<file path="config.mk">
export PLATFORM = sky130hd
export DESIGN_NAME = acs_sequencer
export DESIGN_NICKNAME = d
export VERILOG_FILES = /design/src/logic/acs_pkg.sv /design/src/logic/acs_sequencer.sv
export SDC_FILE = /design/constraint.sdc
export NUM_CORES = 1
export LEC_CHECK = 0
export BUFFER_PORTS_ARGS = -buffer_cell sky130_fd_sc_hd__buf_2
export CAP_MARGIN = 0
export CORE_MARGIN = 8
export CORE_UTILIZATION = 47
export CTS_CLUSTER_SIZE = 14
export DETAILED_ROUTE_END_ITERATION = 12
export HOLD_SLACK_MARGIN = 0.02
export PLACE_DENSITY = 0.7
export SLEW_MARGIN = 20
export SYNTH_ARGS = -nofsm -noshare
export SYNTH_HDL_FRONTEND = slang
export SYNTH_SLANG_ARGS = --single-unit
</file>
<file path="constraint.sdc">
create_clock -name clk_sys_in -period 2.9 [get_ports clk_sys_in]
set_clock_uncertainty 0.15 [all_clocks]
set_input_delay 0.145 -clock clk_sys_in [delete_from_list [all_inputs] [get_ports clk_sys_in]]
set_output_delay 0.145 -clock clk_sys_in [all_outputs]
set_load 0.02 [all_outputs]
</file>
<file path="src/logic/acs_pkg.sv">
/*
 file holds: constants, types and encodings for the calibration sequencer.
 assumes: one 100 MHz system clock; master clock taken as that clock.
*/
`default_nettype none
package acs_pkg;
   localparam int ACS_CLK_MHZ = 100;
   localparam logic [1:0] ACS_MODE_NORMAL = 2'h0;
   localparam logic [1:0] ACS_MODE_SELF = 2'h1;
   localparam logic [1:0] ACS_MODE_SYS_ZS = 2'h2;
   localparam logic [1:0] ACS_MODE_SYS_FS = 2'h3;
   localparam logic [3:0] ACS_SELF_MODE_PER = 4'h6;
   localparam logic [3:0] ACS_SELF_RDY_PER = 4'h9;
   localparam logic [3:0] ACS_SYS_MODE_PER = 4'h3;
   localparam logic [3:0] ACS_SYS_RDY_PER = 4'h4;
   localparam logic [3:0] ACS_SELF_ZS_PER = 4'h3;
   localparam logic [3:0] ACS_PER_ONE = 4'h1;
   localparam int ACS_PIPE_MAX_CLK = 2000;
   localparam logic [10:0] ACS_PIPE_MAX = 11'(ACS_PIPE_MAX_CLK);
   localparam logic [23:0] ACS_ONE = 24'h000001;
   localparam logic [15:0] ACS_DATA_RST = 16'h0000;
   // sequencer states, gray along idle-cal-conv-pipe
   typedef enum logic [1:0] {
      ACS_IDLE = 2'b00,
      ACS_CAL = 2'b01,
      ACS_CONV = 2'b11,
      ACS_PIPE = 2'b10
   } acs_state_t;
   typedef struct packed {
      logic op_mode_hi;
      logic op_mode_lo;
   } acs_mode_t;
   typedef struct packed {
      logic update_rate_sel_hi;
      logic update_rate_sel_lo;
   } acs_rate_t;
endpackage
`default_nettype wire

</file>
<file path="src/logic/acs_sequencer.sv">
/*
 file holds: calibration sequencer for a sigma-delta converter: mode field,
 output-rate timing, data-ready and the 16-bit result register.
 assumes: host writes mode over a serial port decoded elsewhere (mode_wr_in);
 the modulator/filter supplies results on result_vld_in; periods per rate
 code come in as parameters in system clocks.
*/
`timescale 1ns/1ps
`default_nettype none
// Summary of operation
// RULE1 - mode 0,1 runs zero then full self cal
// RULE2 - self cal: mode clear 6, ready 9 periods
// RULE3 - mode 1,0 zero-scale system cal, 3/4 periods
// RULE4 - mode 1,1 full-scale system cal, 3/4 periods
// RULE5 - mode bits return 0,0 marking cal done
// RULE6 - one conversion after cal, then ready low
// RULE7 - pipeline delay, at most 2000 master clocks
// RULE8 - host waits for ready, not mode clear
// RULE9 - latest result kept in 16-bit register
// RULE10 - period from rate select; resume normal after
module acs_sequencer
   import acs_pkg::*;
#(
   parameter logic [23:0] PERIOD_0 = 24'h000064,
   parameter logic [23:0] PERIOD_1 = 24'h000050,
   parameter logic [23:0] PERIOD_2 = 24'h000014,
   parameter logic [23:0] PERIOD_3 = 24'h00000A,
   parameter logic [10:0] PIPE_CLK = 11'h3E8
) (
   input wire logic clk_sys_in, // system clock
   input wire logic nrst_in, // async reset, low
   input wire logic mode_wr_in, // pulse: mode field written
   input wire acs_mode_t mode_wdata_in, // mode value written
   input wire acs_rate_t rate_in, // update-rate select
   input wire logic result_vld_in, // pulse: filter result
   input wire logic [15:0] result_in, // filter result word
   output acs_mode_t mode_out, // current mode field
   output logic zero_scale_out, // cal doing zero scale
   output logic calibrating_out, // calibration running
   output logic conversion_ready_n_out, // data ready, low
   output logic [15:0] data_out // data register
);
   acs_state_t state_reg, state_next;
   acs_mode_t mode_reg, mode_next;
   logic [23:0] tick_reg, tick_next;
   logic [3:0] per_reg, per_next;
   logic [10:0] pipe_reg, pipe_next;
   logic rdy_n_reg, rdy_n_next;
   logic zs_reg, zs_next;
   logic [15:0] data_reg, data_next;
   acs_mode_t cal_kind_reg, cal_kind_next;
   logic period_end;

   function automatic logic [23:0] period_of(input acs_rate_t r);
      unique case (r)
         2'b00: period_of = PERIOD_0;
         2'b01: period_of = PERIOD_1;
         2'b10: period_of = PERIOD_2;
         2'b11: period_of = PERIOD_3;
      endcase
   endfunction

   function automatic logic [3:0] mode_per(input acs_mode_t m);
      mode_per = (m == ACS_MODE_SELF) ? ACS_SELF_MODE_PER : ACS_SYS_MODE_PER;
   endfunction

   function automatic logic [3:0] rdy_per(input acs_mode_t m);
      rdy_per = (m == ACS_MODE_SELF) ? ACS_SELF_RDY_PER : ACS_SYS_RDY_PER;
   endfunction

   // output-rate tick from rate select [RULE10]
   assign period_end = (tick_reg + ACS_ONE) >= period_of(rate_in);

   always_comb begin
      state_next = state_reg;
      mode_next = mode_reg;
      tick_next = period_end ? 24'h000000 : tick_reg + ACS_ONE;
      per_next = per_reg;
      pipe_next = pipe_reg;
      rdy_n_next = rdy_n_reg;
      zs_next = zs_reg;
      data_next = data_reg;
      unique case (state_reg)
         ACS_IDLE: begin
            // normal conversions resume while mode is 0,0 [RULE10]
            if (result_vld_in) begin
               data_next = result_in; // [RULE9]
               rdy_n_next = 1'b0;
            end
         end
         ACS_CAL: begin
            if (period_end) begin
               per_next = per_reg + ACS_PER_ONE;
               // self cal: zero scale first, then full scale [RULE1]
               if (mode_reg == ACS_MODE_SELF && per_reg + ACS_PER_ONE == ACS_SELF_ZS_PER) begin
                  zs_next = 1'b0;
               end
               if (per_reg + ACS_PER_ONE == mode_per(mode_reg)) begin
                  mode_next = ACS_MODE_NORMAL; // [RULE2] [RULE3] [RULE4] [RULE5]
                  zs_next = 1'b0;
                  state_next = ACS_CONV;
               end
            end
         end
         ACS_CONV: begin
            // one normal conversion follows the calibration [RULE6]
            if (period_end) begin
               per_next = per_reg + ACS_PER_ONE;
               if (per_reg + ACS_PER_ONE == rdy_per(cal_kind_reg)) begin
                  state_next = ACS_PIPE;
                  pipe_next = 11'h000;
               end
            end
         end
         ACS_PIPE: begin
            pipe_next = pipe_reg + 11'h001;
            // pipeline delay bounded by the ceiling [RULE7]
            if (pipe_reg + 11'h001 >= PIPE_CLK || pipe_reg + 11'h001 >= ACS_PIPE_MAX) begin
               data_next = result_in; // [RULE9]
               rdy_n_next = 1'b0; // [RULE6]
               state_next = ACS_IDLE;
            end
         end
      endcase
      // a calibration write restarts the sequence
      if (mode_wr_in && mode_wdata_in != ACS_MODE_NORMAL) begin
         state_next = ACS_CAL;
         mode_next = mode_wdata_in;
         per_next = 4'h0;
         tick_next = 24'h000000;
         rdy_n_next = 1'b1;
         zs_next = (mode_wdata_in != ACS_MODE_SYS_FS); // [RULE1] [RULE3] [RULE4]
      end
   end

   // calibration kind remembered past the mode clear
   always_comb begin
      cal_kind_next = cal_kind_reg;
      if (mode_wr_in && mode_wdata_in != ACS_MODE_NORMAL) begin
         cal_kind_next = mode_wdata_in;
      end
   end

   always_ff @(posedge clk_sys_in or negedge nrst_in) begin
      if (!nrst_in) begin
         state_reg <= ACS_IDLE;
         mode_reg <= ACS_MODE_NORMAL;
         cal_kind_reg <= ACS_MODE_NORMAL;
         tick_reg <= 24'h000000;
         per_reg <= 4'h0;
         pipe_reg <= 11'h000;
         rdy_n_reg <= 1'b1;
         zs_reg <= 1'b0;
         data_reg <= ACS_DATA_RST;
      end else begin
         state_reg <= state_next;
         mode_reg <= mode_next;
         cal_kind_reg <= cal_kind_next;
         tick_reg <= tick_next;
         per_reg <= per_next;
         pipe_reg <= pipe_next;
         rdy_n_reg <= rdy_n_next;
         zs_reg <= zs_next;
         data_reg <= data_next;
      end
   end

   assign mode_out = mode_reg;
   assign zero_scale_out = zs_reg;
   assign calibrating_out = (state_reg == ACS_CAL);
   assign conversion_ready_n_out = rdy_n_reg;
   assign data_out = data_reg;

   // ready never drops while calibration is running [RULE8]
   cal_ready_high_a: assert property (@(posedge clk_sys_in) disable iff (!nrst_in)
      (state_reg == ACS_CAL) |-> conversion_ready_n_out) // [RULE6]
      else $error("ready low during calibration");
   mode_clear_a: assert property (@(posedge clk_sys_in) disable iff (!nrst_in)
      (state_reg == ACS_CAL && state_next == ACS_CONV && !mode_wr_in) |=> mode_out == 2'h0) // [RULE5]
      else $error("mode not cleared at cal end");
   self_count_a: assert property (@(posedge clk_sys_in) disable iff (!nrst_in)
      (state_reg == ACS_CAL && $fell(state_reg == ACS_CAL) == 1'b0 && mode_reg == ACS_MODE_SELF)
      |-> per_reg < ACS_SELF_MODE_PER) // [RULE2]
      else $error("self cal overran 6 periods");
   sys_count_a: assert property (@(posedge clk_sys_in) disable iff (!nrst_in)
      (state_reg == ACS_CAL && mode_reg[1]) |-> per_reg < ACS_SYS_MODE_PER) // [RULE3]
      else $error("system cal overran 3 periods");
   fs_zero_a: assert property (@(posedge clk_sys_in) disable iff (!nrst_in)
      (state_reg == ACS_CAL && mode_reg == ACS_MODE_SYS_FS) |-> !zero_scale_out) // [RULE4]
      else $error("full-scale cal flagged zero scale");
   self_order_a: assert property (@(posedge clk_sys_in) disable iff (!nrst_in)
      (state_reg == ACS_CAL && mode_reg == ACS_MODE_SELF) |->
      (zero_scale_out == (per_reg < ACS_SELF_ZS_PER))) // [RULE1]
      else $error("self cal order wrong");
   pipe_bound_a: assert property (@(posedge clk_sys_in) disable iff (!nrst_in)
      (state_reg == ACS_PIPE) |-> pipe_reg < ACS_PIPE_MAX) // [RULE7]
      else $error("pipeline delay too long");
   data_load_a: assert property (@(posedge clk_sys_in) disable iff (!nrst_in)
      (state_reg == ACS_IDLE && result_vld_in && !mode_wr_in) |=>
      (data_out == $past(result_in) && !conversion_ready_n_out)) // [RULE9]
      else $error("result not loaded");
   resume_a: assert property (@(posedge clk_sys_in) disable iff (!nrst_in)
      (state_reg == ACS_IDLE) |-> mode_out == 2'h0) // [RULE10]
      else $error("idle with mode set");
   conv_no_zs_a: assert property (@(posedge clk_sys_in) disable iff (!nrst_in)
      (state_reg == ACS_CONV) |-> !zero_scale_out) // [RULE1]
      else $error("zero scale flag left after cal");
   conv_ready_high_a: assert property (@(posedge clk_sys_in) disable iff (!nrst_in)
      (state_reg == ACS_CONV || state_reg == ACS_PIPE) |-> conversion_ready_n_out) // [RULE6]
      else $error("ready low before first conversion");
   conv_mode_clear_a: assert property (@(posedge clk_sys_in) disable iff (!nrst_in)
      (state_reg == ACS_CONV) |-> mode_out == ACS_MODE_NORMAL) // [RULE5]
      else $error("mode set during conversion");
   pipe_end_load_a: assert property (@(posedge clk_sys_in) disable iff (!nrst_in)
      (state_reg == ACS_PIPE && state_next == ACS_IDLE && !mode_wr_in) |=>
      (!conversion_ready_n_out && data_out == $past(result_in))) // [RULE7]
      else $error("no result after pipeline delay");
   cal_start_a: assert property (@(posedge clk_sys_in) disable iff (!nrst_in)
      (mode_wr_in && mode_wdata_in != ACS_MODE_NORMAL) |=>
      (calibrating_out && conversion_ready_n_out &&
      mode_out == $past(mode_wdata_in))) // [RULE2]
      else $error("calibration write not taken");
endmodule // acs_sequencer
`default_nettype wire

</file>
==> run summary <==
mean post-synth cell area: 10.74 um^2
Int Pwr: 2.091 mW
crit start category: flop
vias in the first global route: 2,854
die area: 10,220 um^2
async set-reset flop share out of synthesis: 100.0%
Placer Congestion: 0.8251
WL/cell: 14.36 um
CP top delay family: compound AO/OA/AOI/OAI gates
Tightest Pin Transition: 832.7 ps
pin count of the biggest net entering global routing: 39
initial antenna violation count: 0
Max-cap violations: 0
row count: 31
Mapped Cells: 317
Initial Util: 47.70%
post-route setup slack: -14.31 ps
num ports: 45
Die Y-Extent: 101.1 um
drt pass-1 iters: 4
drt via density: 5.169
worst r2r path cells: 13
P per Cell Area: 700.5 nW/um^2
Multi-input gate area: 1934 um^2
Post-Synthesis Cell Area: 3405 um^2
fmax: 343.1 MHz
Worst Path Buf+Inv: 3
post-route design area: 4594 um^2
H-tree levels: 3
CTS clk-pin slew, worst paths: 80 ps
Critical Path Fanout Max: 5
met2 global-route usage: 27.38%
Flop pwr share: 40.9%
worst r2r src: tick_reg[1]$_DFF_PN0_
clock power share: 26.3%
Final #Nets: 473
minimum clock period: 2914 ps
Yosys cell types: 63
first-pass GRT wire length: 12,940 um
worst min path class: in2reg
most frequent cells in the layout: dfrtp_1 (59), buf_2 (44), nand2_1 (39), buf_4 (31), dlygate4sd3_1 (21)
CP max-delay cell: dfrtp_2
n_diodes: 0
Layout Cells excl Fill: 539
relative slew slack: 44.49%
P&R area growth vs syn: 34.95%
Placement Cell Area: 3924 um^2
fillcell total: 570
CP endpoint kind: flop
layout cell share with drive strength beyond 1: 34.55%
IO Port Bufs: 44
Critical Path RT: 2970 ps
failing checks: negative setup slack
post-synth top area share: 45.57%
outcome: finished with violations
Final Hold Vio Count: 0
RSZ-0062 raised after global routing: yes
GR Overflow Total: 0
Detailed Route Iter0 Violations: 86
R2R setup slack: -10 ps
final WL: 7738 um
max incr delay on CP: 450 ps
Worst Setup Path Type: reg2reg
Hold Crit Start: mode_wr_in
met3 global-route usage: 5.525%
Synth Register Bits: 63
CP Launch Point: tick_reg[1]$_DFF_PN0_
CTS Root Cell: clkbuf_8
Die Width: 101.1 um
sequential fraction of the synthesis area: 46.34%
DRC viols: 0
grt met1 use: 18.21%
Gate power share: 32.8%
Most Used Layer, Global Route: met2
max reg flops: 24
# setup viols final: 2
sw frac: 35.02%
# placed instances: 486
Yosys top cell by area: dfrtp_1
final setup TNS: -18.69 ps
Tcrit/Tclk final: 100.5%
final slew viol count: 0
worst-skew pair later-pin latency: 340 ps
clock tree from TritonCTS: done
Reg area: 1582 um^2
Switching Power: 1.127 mW
prevailing post-synth register cell: dfrtp_1
CP arrival: 2990 ps
static leakage: 2.141 nW
CTS max path bufs: 2
Final HPWL DP: 5214 um
Max VDD drop: 0.5740 mV
WHS Endpoint: cal_kind_reg[0]$_DFFE_PN0P_
Power Total: 3.219 mW
Core ar.: 7137 um^2
final antenna-violating net count: 0
DR vias: 2,786
Syn. warnings: 0
Total GRT Usage: 15.96%
final core utilization: 64.38%
Post-synth EDFFs: 0
leading post-synthesis cells by cell area: dfrtp_1 (46%), ha_1 (5.1%), nand2_1 (4.4%), mux2_4 (4.0%), mux2_2 (2.3%)
reg2reg end: pipe_reg[3]$_DFFE_PN0P_
commonest non-fill, non-tap cell in the layout: dfrtp_1
CTS buffer count: 9
crit-path cells: ha_4, xor2_1, ha_1, nand2_1, o211ai_1, a221oi_2, o211ai_1, nor4_4, buf_4, buf_6, a2111oi_4, buf_4, o21ai_1
Hold Crit Depth: 3
clock sinks: 63
==> cell usage after synthesis (all sizes together), types with 5 or more instances <==
master / number
a21oi: 6
a31oi: 5
dfrtp: 62
ha: 14
inv: 10
mux2: 16
mux2i: 7
nand2: 40
nand3: 16
nand4: 8
nor2: 17
nor2b: 7
nor3: 8
nor4: 5
o21ai: 15
or2: 8
xnor2: 7
xor2: 6
==> metal layers <==
layer	wire length, um	up-vias
li1	-	1377
met1	3274	1350
met2	4051	47
met3	327	12
met4	85	0
met5	0	-
==> metrics by stage <==
step / setup WS [ps] / hold WS (ps)
2_1_floorplan: -44.50 / -300.6
5_1_grt: -181.4 / 54.39
3_3_place_gp: -84.15 / 150.9
3_5_place_dp: -101.7 / 149.7
6_report: -14.31 / 45.43
4_1_cts: -50.23 / 26.64
==> kinds of logic after synthesis <==
family / count (synthesis) / synth area share [%]
and+or+nand+nor: 129 / 21.39
muxes: 23 / 8.343
buffers and inverters: 17 / 2.242
adders and majority gates: 14 / 5.145
DFF: 63 / 46.34
other: 1 / 0.1101
AOI/OAI and AO/OA: 57 / 13.08
xor gates and xnor gates: 13 / 3.344
==> worst min-delay path, stage by stage <==
cell and delay, ps:
buf_2 120, nand2_1 130, nand2_1 100
==> worst max-delay path by stage <==
stage | endpoint | slack (ps) | depth (start not counted)
2_1_floorplan | state_reg[1]$_DFFE_PN0P_ | -40 | 11
3_3_place_gp | mode_out[0]$_DFFE_PN0P_ | -80 | 12
3_5_place_dp | pipe_reg[2]$_DFFE_PN0P_ | -100 | 12
4_1_cts | pipe_reg[2]$_DFFE_PN0P_ | -50 | 13
5_1_grt | pipe_reg[6]$_DFFE_PN0P_ | -180 | 14
6_report | pipe_reg[3]$_DFFE_PN0P_ | -10 | 13
==> area by class of cell <==
type                    count  share of cell area, %
multi-input cells         253                  42.10
inverters                  10                 0.8170
repair buffers             98                  15.11
clock buffers              11                  3.077
flip-flops and latches     63                  34.42
well taps                  99                  2.696
clock inverters             5                  1.770
==> power groups by stage <==
stage | Clock [mW] | Sequential, mW | Combinational, mW
2_1_floorplan | 0 | 1.43 | 0.577
3_3_place_gp | 0 | 1.31 | 0.974
3_5_place_dp | 0 | 1.32 | 1.00
4_1_cts | 0.863 | 1.31 | 1.04
5_1_grt | 0.910 | 1.36 | 1.16
6_report | 0.847 | 1.32 | 1.05
==> repair_timing <==
action | in CTS | in global routing
endpoints found under the setup margin | 27 | 27
resized for setup | 9 | 17
hold buffers | 21 | 0
cloned | 0 | 0
buffers inserted | 8 | 8
endpoints found under the hold margin | 55 | 0
pin swaps | 12 | 11
Note: power is estimated with default switching activity, not from simulation.
